--- src/core/dps_pkg.sv ---
// Constants shared by the dual pot serial front end and its testbench.
// Assumes a 100 MHz system clock that samples every serial pin.
package dps_pkg;

  // ==========================================================================
  // Clock and timing
  localparam int unsigned CLK_PERIOD_NS   = 10;
  localparam int unsigned NV_WRITE_NS     = 10_000_000;
  localparam int unsigned NV_WRITE_CYCLES = NV_WRITE_NS / CLK_PERIOD_NS;
  localparam int unsigned NV_CNT_W        = 20;

  // ==========================================================================
  // Geometry
  localparam int unsigned POT_COUNT = 2;
  localparam int unsigned NV_COUNT  = 4;
  localparam int unsigned TAP_COUNT = 256;
  localparam int unsigned BIT_CNT_W = 4;

  // ==========================================================================
  // Frame fields
  localparam int unsigned ID_TYPE_HI  = 7;
  localparam int unsigned ID_TYPE_LO  = 4;
  localparam int unsigned ID_ADDR_HI  = 3;
  localparam int unsigned ID_ADDR_LO  = 0;
  localparam int unsigned INS_OP_HI   = 7;
  localparam int unsigned INS_OP_LO   = 4;
  localparam int unsigned INS_REG_HI  = 3;
  localparam int unsigned INS_REG_LO  = 2;
  localparam int unsigned INS_POT_BIT = 0;
  localparam logic [3:0]  BYTE_LAST   = 4'h7;
  localparam logic [3:0]  OUT_BITS    = 4'h8;

  // Device type code; the value is arbitrary.
  localparam logic [3:0] DEV_TYPE = 4'hA;

  // ==========================================================================
  // Opcodes
  localparam logic [3:0] OP_RD_STATUS = 4'h5;
  localparam logic [3:0] OP_RD_WIPER  = 4'h9;
  localparam logic [3:0] OP_WR_WIPER  = 4'hA;
  localparam logic [3:0] OP_RD_NV     = 4'hB;
  localparam logic [3:0] OP_WR_NV     = 4'hC;
  localparam logic [3:0] OP_NV_TO_WIP = 4'hD;
  localparam logic [3:0] OP_WIP_TO_NV = 4'hE;

  // ==========================================================================
  // Reset values
  localparam logic [7:0] NV_RESET  = 8'h80;
  localparam logic [8:0] SYNC_RST  = 9'h130;

  typedef enum logic [5:0] {
    ST_IDLE   = 6'h01,
    ST_ID     = 6'h02,
    ST_INS    = 6'h04,
    ST_DIN    = 6'h08,
    ST_DOUT   = 6'h10,
    ST_IGNORE = 6'h20
  } dps_state_t;

endpackage : dps_pkg

--- src/core/dps_tap_if.sv ---
// Wiper position and its one-hot tap enable, between front end and decoder.
// Assumes the decoder is purely combinational.
interface dps_tap_if;
  logic [7:0]   pos;
  logic [255:0] en;
  modport drv (output pos, input en);
  modport dec (input pos, output en);
endinterface : dps_tap_if

--- src/core/dps_spi_slave.sv ---
// Serial slave front end of a dual digital potentiometer.
// Assumes all pins are asynchronous to CLK_SYS and much slower than it.
//
// What this block does
// - Read data leaves the serial output, changing on serial clock falling edges.
// - Serial input is sampled on each rising serial clock edge.
// - Hold while selected freezes bit position and partial command.
// - Proceed only when the received 4-bit address equals the address pins.
// - Chip select high deselects and tristates the serial output.
// - Deselected means standby, unless a nonvolatile write is still running.
// - Chip select low activates the device for serial traffic.
// - Nothing is accepted after power-up until chip select falls.
// - Power-up copies each pot's default register into its wiper.
// - Each pot has one wiper and four nonvolatile registers, all accessible.
// - Each wiper value selects exactly one of 256 taps.
// - The 8-bit wiper decodes to a one-hot enable of 256 switches.
// - First byte holds type code above and slave address below.
// - Second byte holds opcode, register select and pot select.
// - Write protect low blocks every nonvolatile register write.
module dps_spi_slave #(
  parameter int unsigned NV_WRITE_CYC = dps_pkg::NV_WRITE_CYCLES
) (
  // System
  input  wire logic         CLK_SYS,
  input  wire logic         NRST,
  // Serial pins
  input  wire logic         CS_N,
  input  wire logic         SCK,
  input  wire logic         SI,
  input  wire logic         HOLD_N,
  output logic              SO,
  output logic              SO_OE,
  // Straps and protection
  input  wire logic [3:0]   SLAVE_ADDR_PINS,
  input  wire logic         WP_N,
  // Pot side
  output logic [7:0]        WIPER_POS0,
  output logic [7:0]        WIPER_POS1,
  output logic [255:0]      TAP_EN0,
  output logic [255:0]      TAP_EN1,
  output logic              STANDBY
);

  // ==========================================================================
  // Synchronisers
  logic [8:0] sync1_reg;
  logic [8:0] sync2_reg;
  logic       cs_s;
  logic       sck_s;
  logic       si_s;
  logic       hold_s;
  logic       wp_s;
  logic [3:0] addr_s;

  always_ff @(posedge CLK_SYS or negedge NRST) begin
    if (!NRST) begin
      sync1_reg <= dps_pkg::SYNC_RST;
      sync2_reg <= dps_pkg::SYNC_RST;
    end else begin
      sync1_reg <= {CS_N, SCK, SI, HOLD_N, WP_N, SLAVE_ADDR_PINS};
      sync2_reg <= sync1_reg;
    end
  end

  assign cs_s   = sync2_reg[8];
  assign sck_s  = sync2_reg[7];
  assign si_s   = sync2_reg[6];
  assign hold_s = sync2_reg[5];
  assign wp_s   = sync2_reg[4];
  assign addr_s = sync2_reg[3:0];

  // ==========================================================================
  // State
  dps_pkg::dps_state_t                 state_reg,   state_next;
  logic [dps_pkg::BIT_CNT_W-1:0]       bit_reg,     bit_next;
  logic [7:0]                          shift_reg,   shift_next;
  logic [7:0]                          instr_reg,   instr_next;
  logic [7:0]                          out_reg,     out_next;
  logic                                so_reg,      so_next;
  logic                                sck_d_reg;
  logic                                cs_d_reg;
  logic                                recall_reg,  recall_next;
  logic                                armed_reg,   armed_next;
  logic                                boot_reg;
  logic [dps_pkg::NV_CNT_W-1:0]        busy_reg,    busy_next;
  logic                                standby_reg, standby_next;
  logic [1:0][7:0]                     wiper_reg,   wiper_next;
  logic [1:0][3:0][7:0]                nv_reg,      nv_next;

  logic       sck_rise;
  logic       sck_fall;
  logic       cs_fall;
  logic       frozen;
  logic       nv_ok;
  logic [7:0] byte_in;
  logic [3:0] op;
  logic [1:0] rsel;
  logic       pot;

  assign sck_rise = sck_s & ~sck_d_reg;
  assign sck_fall = ~sck_s & sck_d_reg;
  // A select already low when reset ends is no falling edge: the synchroniser
  // shows its idle reset value for two edges, so arm only on a real high.
  assign cs_fall  = ~cs_s & cs_d_reg & armed_reg;
  assign frozen   = ~cs_s & ~hold_s;
  assign nv_ok    = wp_s && (busy_reg == '0);
  assign byte_in  = {shift_reg[6:0], si_s};
  assign op       = instr_reg[dps_pkg::INS_OP_HI:dps_pkg::INS_OP_LO];
  assign rsel     = instr_reg[dps_pkg::INS_REG_HI:dps_pkg::INS_REG_LO];
  assign pot      = instr_reg[dps_pkg::INS_POT_BIT];

  // ==========================================================================
  // Next state
  always_comb begin
    logic [3:0] b_op;
    logic [1:0] b_rsel;
    logic       b_pot;
    b_op         = byte_in[dps_pkg::INS_OP_HI:dps_pkg::INS_OP_LO];
    b_rsel       = byte_in[dps_pkg::INS_REG_HI:dps_pkg::INS_REG_LO];
    b_pot        = byte_in[dps_pkg::INS_POT_BIT];
    state_next   = state_reg;
    bit_next     = bit_reg;
    shift_next   = shift_reg;
    instr_next   = instr_reg;
    out_next     = out_reg;
    so_next      = so_reg;
    recall_next  = 1'b0;
    armed_next   = armed_reg | (cs_s & ~boot_reg);
    wiper_next   = wiper_reg;
    nv_next      = nv_reg;
    busy_next    = busy_reg;
    if (busy_reg != '0) begin
      busy_next = busy_reg - 1'b1;
    end
    if (recall_reg) begin
      wiper_next[0] = nv_reg[0][0];
      wiper_next[1] = nv_reg[1][0];
    end
    if (cs_s) begin
      state_next = dps_pkg::ST_IDLE;
    end else if (cs_fall) begin
      // Only a falling select leaves idle, so power-up traffic is ignored.
      state_next = dps_pkg::ST_ID;
      bit_next   = '0;
    end else if (!frozen) begin
      if (sck_rise && (state_reg inside
          {dps_pkg::ST_ID, dps_pkg::ST_INS, dps_pkg::ST_DIN})) begin
        shift_next = byte_in;
        bit_next   = bit_reg + 1'b1;
        if (bit_reg == dps_pkg::BYTE_LAST) begin
          bit_next = '0;
          case (state_reg)
            dps_pkg::ST_ID: begin
              if (byte_in[dps_pkg::ID_TYPE_HI:dps_pkg::ID_TYPE_LO]
                  == dps_pkg::DEV_TYPE &&
                  byte_in[dps_pkg::ID_ADDR_HI:dps_pkg::ID_ADDR_LO]
                  == addr_s) begin
                state_next = dps_pkg::ST_INS;
              end else begin
                state_next = dps_pkg::ST_IGNORE;
              end
            end
            dps_pkg::ST_INS: begin
              instr_next = byte_in;
              state_next = dps_pkg::ST_IGNORE;
              case (b_op)
                dps_pkg::OP_RD_WIPER: begin
                  out_next   = wiper_reg[b_pot];
                  state_next = dps_pkg::ST_DOUT;
                end
                dps_pkg::OP_RD_NV: begin
                  out_next   = nv_reg[b_pot][b_rsel];
                  state_next = dps_pkg::ST_DOUT;
                end
                dps_pkg::OP_RD_STATUS: begin
                  out_next   = {7'h00, busy_reg != '0};
                  state_next = dps_pkg::ST_DOUT;
                end
                dps_pkg::OP_WR_WIPER,
                dps_pkg::OP_WR_NV: begin
                  state_next = dps_pkg::ST_DIN;
                end
                dps_pkg::OP_NV_TO_WIP: begin
                  wiper_next[b_pot] = nv_reg[b_pot][b_rsel];
                end
                dps_pkg::OP_WIP_TO_NV: begin
                  if (nv_ok) begin
                    nv_next[b_pot][b_rsel] = wiper_reg[b_pot];
                    busy_next = dps_pkg::NV_CNT_W'(NV_WRITE_CYC);
                  end
                end
                default: begin
                  state_next = dps_pkg::ST_IGNORE;
                end
              endcase
            end
            dps_pkg::ST_DIN: begin
              state_next = dps_pkg::ST_IGNORE;
              if (op == dps_pkg::OP_WR_WIPER) begin
                wiper_next[pot] = byte_in;
              end else if (nv_ok) begin
                nv_next[pot][rsel] = byte_in;
                busy_next = dps_pkg::NV_CNT_W'(NV_WRITE_CYC);
              end
            end
            default: begin
              state_next = dps_pkg::ST_IGNORE;
            end
          endcase
        end
      end
      // The last bit stays on the pin until the following falling edge.
      if (sck_fall && state_reg == dps_pkg::ST_DOUT) begin
        if (bit_reg == dps_pkg::OUT_BITS) begin
          state_next = dps_pkg::ST_IGNORE;
        end else begin
          so_next  = out_reg[7];
          out_next = {out_reg[6:0], 1'b0};
          bit_next = bit_reg + 1'b1;
        end
      end
    end
    standby_next = cs_s && (busy_next == '0);
  end

  always_ff @(posedge CLK_SYS or negedge NRST) begin
    if (!NRST) begin
      state_reg   <= dps_pkg::ST_IDLE;
      bit_reg     <= '0;
      shift_reg   <= '0;
      instr_reg   <= '0;
      out_reg     <= '0;
      so_reg      <= 1'b0;
      sck_d_reg   <= 1'b0;
      cs_d_reg    <= 1'b1;
      recall_reg  <= 1'b1;
      armed_reg   <= 1'b0;
      boot_reg    <= 1'b1;
      busy_reg    <= '0;
      standby_reg <= 1'b1;
      wiper_reg   <= '0;
      nv_reg      <= {8{dps_pkg::NV_RESET}};
    end else begin
      state_reg   <= state_next;
      bit_reg     <= bit_next;
      shift_reg   <= shift_next;
      instr_reg   <= instr_next;
      out_reg     <= out_next;
      so_reg      <= so_next;
      sck_d_reg   <= sck_s;
      cs_d_reg    <= cs_s;
      recall_reg  <= recall_next;
      armed_reg   <= armed_next;
      boot_reg    <= recall_reg;
      busy_reg    <= busy_next;
      standby_reg <= standby_next;
      wiper_reg   <= wiper_next;
      nv_reg      <= nv_next;
    end
  end

  // ==========================================================================
  // Outputs and tap decoders
  // The output floats during a pause so a shared data line can be reused.
  assign SO_OE      = (state_reg == dps_pkg::ST_DOUT) & ~cs_s & hold_s;
  assign SO         = so_reg;
  assign STANDBY    = standby_reg;
  assign WIPER_POS0 = wiper_reg[0];
  assign WIPER_POS1 = wiper_reg[1];

  dps_tap_if tap0 ();
  dps_tap_if tap1 ();
  assign tap0.pos = wiper_reg[0];
  assign tap1.pos = wiper_reg[1];
  assign TAP_EN0  = tap0.en;
  assign TAP_EN1  = tap1.en;

  dps_tap_decode u_dec0 (.tap(tap0.dec));
  dps_tap_decode u_dec1 (.tap(tap1.dec));
endmodule : dps_spi_slave

--- src/core/dps_tap_decode.sv ---
// Decodes an 8-bit wiper position into one enable among 256 tap switches.
// Assumes the position comes from a register, so the output is glitch-safe.
module dps_tap_decode (
  // Tap link
  dps_tap_if.dec tap
);

  // ==========================================================================
  // Decode
  always_comb begin
    tap.en           = '0;
    tap.en[tap.pos]  = 1'b1;
  end

endmodule : dps_tap_decode

--- config.mk ---
export PLATFORM = sky130hd
export DESIGN_NAME = dps_spi_slave
export DESIGN_NICKNAME = d
export VERILOG_FILES = /design/src/core/dps_pkg.sv /design/src/core/dps_tap_if.sv /design/src/core/dps_spi_slave.sv /design/src/core/dps_tap_decode.sv
export SDC_FILE = /design/constraint.sdc
export NUM_CORES = 1
export LEC_CHECK = 0
export BUFFER_PORTS_ARGS = -buffer_cell sky130_fd_sc_hd__buf_2
export CAP_MARGIN = 20
export CORE_AREA = 2 2 208 210
export DETAILED_ROUTE_END_ITERATION = 10
export DIE_AREA = 0 0 210 212
export GPL_ROUTABILITY_DRIVEN = 0
export HOLD_SLACK_MARGIN = 0.15
export PLACE_DENSITY_LB_ADDON = 0.1
export SLEW_MARGIN = 5
export SYNTH_ARGS = -nofsm -noshare
export SYNTH_HDL_FRONTEND = slang
export SYNTH_HIERARCHICAL = 1
export SYNTH_SLANG_ARGS = --single-unit
export TNS_END_PERCENT = 10
--- constraint.sdc ---
create_clock -name CLK_SYS -period 4.3 [get_ports CLK_SYS]
set_input_delay 0.86 -clock CLK_SYS [delete_from_list [all_inputs] [get_ports CLK_SYS]]
set_output_delay 0.86 -clock CLK_SYS [all_outputs]
set_load 0.01 [all_outputs]
Yosys cells after proc, flatten, opt, wreduce, memory -nomap -nowiden
Cells that the tools add are included.
{"block": "word_totals", "regBits": 158, "input_bits": 11, "out_inout_bits": 531, "wordCells": 173}
{"block": "classes", "add_sub_neg": 2, "n_lt_le_gt_ge": 12, "n_eq_ne": 21, "n_mux": 72, "bitwise_logic": 17, "n_reduce_logical": 24}
{"op": "$mux 64", "count": 4}
{"op": "$mux 20", "count": 9}
{"op": "$bwmux 64", "count": 2}
{"op": "$mux 16", "count": 8}
{"op": "$mux 32", "count": 4}
{"op": "$pmux 64 s2", "count": 1}
{"op": "$mux 8", "count": 12}
{"op": "$demux 32 s1", "count": 2}
{"op": "$mux 6", "count": 8}
{"op": "$logic_not 20->1", "count": 2}
{"op": "$pmux 20 s2", "count": 1}
{"op": "$bwmux 16", "count": 2}
{"op": "$demux 8 s2", "count": 2}
{"op": "$eq 4x4->1 const B", "count": 8}
{"op": "$pmux 16 s2", "count": 1}
{"op": "$mux 4", "count": 6}
{"op": "$pmux 6 s2", "count": 2}
{"op": "$pmux 8 s3", "count": 1}
{"op": "$reduce_bool 20->1", "count": 1}
{"op": "$sub 20x1->20 const B", "count": 1}
{"op": "$lt 8x9->1 const B", "count": 2}
{"op": "$bmux 8 s2", "count": 1}
{"op": "$demux 1 s8", "count": 2}
{"op": "$demux 8 s1", "count": 2}
{"op": "30 further kinds", "count": 64}

Logic depth before layout (Yosys ltp)
{"block": "depth", "word_depth": 12, "mapped_depth": 11, "ltp_nobuf": 9}

Modules after synthesis
Netlist, hierarchy kept.
{"module": "dps_spi_slave", "instances": 1, "cells_per_inst": 881, "area_each_um2": 8373.0, "seq_area_each_um2": 3952.5}
{"module": "dps_tap_decode (u_dec0)", "instances": 1, "cells_per_inst": 350, "area_each_um2": 1677.9, "seq_area_each_um2": 0.0}
{"module": "dps_tap_decode (u_dec1)", "instances": 1, "cells_per_inst": 350, "area_each_um2": 1646.6, "seq_area_each_um2": 0.0}

Least setup slack after synthesis
OpenSTA, ideal clock, no wires.
{"block": "synth_path", "path_kind": "register to output", "start": "reg wiper_reg (netlist bit WIPER_POS1[6])", "end": "out TAP_EN1[17]", "t_arrival_ns": 1.617, "required_time_ns": 3.440, "path_slack_ns": 1.823, "path_stages_with_launch": 6, "path_buffers": 3, "path_cell_list": "dfrtp_1 -> buf_6 -> or4b_4 -> buf_6 -> buf_6 -> nor2_1"}
{"block": "synth_via", "elab_chain_cells": 4, "elab_cells_between_ends": 5, "cone_classes": "order compare: 2; mux: 2; reduce/logical: 1"}
{"element": "start: declaration", "line": "dps_spi_slave.sv:87", "text": "logic [1:0][7:0] wiper_reg, wiper_next;"}
{"element": "start signal: assignment", "line": "dps_spi_slave.sv:257", "text": "wiper_reg <= wiper_next;"}
{"element": "$lt 8x9->1 (implied by the code) or $ge 8x1->1 (tied branches)", "line": "dps_tap_decode.sv:12", "text": "tap.en[tap.pos] = 1'b1;"}
{"element": "$logic_and 1x1->1 (implied by the code)", "line": "dps_tap_decode.sv:12"}
{"element": "$mux 1 (implied by the code)", "line": "dps_tap_decode.sv:12"}
{"element": "$demux 1 s8 *"}
{"element": "end: declaration", "line": "dps_spi_slave.sv:40", "text": "output logic [255:0] TAP_EN1,"}
Every way passes the cells marked *; elsewhere a longest branch is shown, timed or not.

Worst setup path in the final report
{"block": "layout_path", "start": "reg wiper_reg (netlist bit WIPER_POS1[7])", "end": "out TAP_EN1[167]"}
Same word-level chain as after synthesis.

==> impl_metrics.py <==
metrics = {
    "layout": {
        "synthToLayoutAreaGrowth_pct": 29.66,
        "nets": 2026,
        "largest_reg_flops": 64,
        "drive_above_1_share": 0.3600,
        "utilization": 0.3568,
        "n_antenna_cell": 0,
    },
    "power": {
        "ir_worst_vdd_mv": 0.2904,
        "p_leak_nw": 7.197,
        "p_per_area_mw_per_mm2": 219.0,
        "report.power.total_mw": 3.322,
    },
    "synthesis": {
        "avgSynthCellArea_um2": 7.399,
        "synth_top_area_share": 0.2952,
        "synth_most_common_cell": "nor2_1",
        "synth-edff-count": 0,
        "synth.distinct_cells": 77,
        "synth_ff_type": "dfrtp_1",
        "ys_async_sr_fraction": 1.000,
        "ys_ff_latch": 157,
        "synth_area_leaders": "dfrtp_1, nor2_1, dfstp_2, nand2_1, a21oi_1",
        "syn_area_mm2": 0.01170,
        "synthTopCellsByCount": "nor2_1, dfrtp_1, nand2_1, clkbuf_1, a21oi_1",
        "syn_nets": 1595,
        "synth_warnings": 6,
        "yosys.area.top_type": "dfrtp_1",
        "yosysSeqAreaShare": 0.3379,
        "syn_inst": 1581,
    },
    "grt": {
        "grt_pass1_wl_um": 76360,
        "grt_max_degree": 82,
        "gr-usage-all-layers": 0.2256,
        "grt-ovfl-total": 0,
        "first_global_vias": 11658,
        "antenna_found_initial": 0,
    },
    "setup_path": {
        "cp-startpoint": "WIPER_POS1[7]",
        "worstReg2RegEnd": "instr_reg[2]",
        "reg2reg_slack_ns": 1.21,
        "critPathMaxStageDelay_ns": 1.02,
        "timing.rr.start": "bit_reg[0]",
        "cp.arrival_ns": 2.81,
        "crit_end": "TAP_EN1[167]",
        "crit_type": "flop to output port",
        "crit_fanout": 23,
        "end_kind": "output port",
        "crit_slowest_cell": "nand4bb_1",
        "path_buf_inv": 1,
        "path_delay_family": "simple AND/OR/NAND/NOR gates",
        "start_kind": "flop",
        "cp_num_cells": 3,
        "r2r.worst_path.cells": 7,
        "cp.required_ns": 3.44,
        "crit_chain": "nand4bb_1 > nor2_1 > buf_2",
    },
    "sta": {
        "tightest_slew_ns": 1.189,
        "fmax_mhz": 272.8,
        "period_needed_ns": 3.666,
        "setup_tns_ns": 0,
        "rsz0062_at_grt": "no",
        "worst_slack_ns": 0.6344,
        "fin_skew_ns": 0.01116,
        "final.period_utilization": 0.8525,
        "slew_violations": 0,
        "finalSetupViolCount": 0,
        "slew_headroom": 0.2030,
        "hold_viol": 0,
    },
    "placement": {
        "pre_cts_slack_ns": 1.152,
        "port_buffers": 541,
        "dp_hpwl_um": 39870,
    },
    "clock_network": {
        "cts_sinks": 157,
        "post_cts_resized": 0,
        "cts_buffer_depth": 2,
        "cts_buffers": 17,
        "h-tree-depth": 4,
        "cts_hold_buf": 0,
        "cts_tree": "done",
        "cts_root_buf": "clkbuf_16",
        "clk_latency_ns": 0.43,
        "cts_setup_buffers": 0,
        "clk_pin_slew_ns": 0.06,
    },
    "routing": {
        "wl_um": 53360,
        "wl_per_cell_um": 20.75,
        "drt_iter0_drc": 1168,
        "drc": 0,
        "first_pass_iters": 7,
        "post_drt_via_cell_ratio": 5.138,
        "vias": 13211,
        "ant_nets": 0,
    },
    "outcome": {
        "status": "finished, final reports clean",
    },
    "floorplanning": {
        "die_area_mm2": 0.04452,
        "die_w_um": 210,
        "die_y_um": 212,
        "io_pins": 542,
        "rows": 76,
        "start_util": 0.2752,
        "core_area_mm2": 0.04251,
    },
    "flow_run": {
        "drv_cap": 0,
    },
    "worst_hold_path": {
        "min_path_type": "flop to flop",
    },
}
==> logic make-up after synthesis <==
family          synth area share
simple gates              0.3650
buf+inv                  0.08236
compound gates            0.1376
flops                     0.3379
fa+ha+maj               0.003209
mux                      0.06172
xor+xnor                 0.01198
other cells            0.0003206
==> where the power goes <==
part / switching [mW] / total [mW] / leakage [nW] / internal [mW]
combinational: 0.0585 / 0.0854 / 4.79 / 0.0269
sequential: 0.0217 / 1.52 / 2.09 / 1.50
clock: 0.618 / 1.72 / 0.316 / 1.10
==> cells in the final DEF (no fill, tap or decap), drive strengths merged, types with 18 or more instances in the layout <==
cell,netlist,routed
dfstp,19,19
a21oi,70,70
o22ai,18,18
clkbuf,78,20
dfrtp,138,138
o21ai,108,108
buf,90,580
nor2b,18,18
nor2,607,607
mux2i,26,26
nand2,124,124
nand4bb,25,25
==> cell type report <==
cell class                 instances  area (µm²)
clock buffer                      20       446.7
clock inverter                    12       217.7
fill                            4586       27340
inverter                          16       60.06
multi-input combinational       1240        6787
sequential                       157        3954
tap                              546       683.2
timing repair buffer             580        3019
==> per-stage QoR <==
| stage | cells | hold WS, ns | cell area, µm² |
|---|---|---|---|
| final | 2571 | 0.3464 | 15170 |
| after global routing | 2571 | 0.3574 | 15170 |
| after CTS | 2571 | 0.3502 | 15170 |
| after detailed placement | 2539 | 0.3357 | 14500 |
| after global placement | 2539 | 0.3345 | 14500 |
| after floorplan | 1581 | 0.3312 | 11700 |
==> routing by layer <==
| metal | vias to the layer above | track usage | wire (µm) |
|---|---|---|---|
| met3 | 69 | 0.03811 | 2978 |
| met1 | 6488 | 0.3262 | 24920 |
| met4 | 0 | 0.06701 | 1151 |
| li1 | 6164 | - | - |
| met2 | 490 | 0.3440 | 24310 |
| met5 | - | 0 | 0 |
==> how the worst min path moves through the flow <==
stage	start	cells past startpoint	end	slack, ns
floorplan	sync1_reg[0]	0	sync2_reg[0]	0.33
global placement	sync1_reg[6]	0	sync2_reg[6]	0.33
detailed placement	sync1_reg[6]	0	sync2_reg[6]	0.34
CTS	sync1_reg[6]	0	sync2_reg[6]	0.35
global route	sync1_reg[5]	0	sync2_reg[5]	0.36
finish	sync1_reg[6]	0	sync2_reg[6]	0.35
No activity file was read; power rests on OpenSTA's default activity.
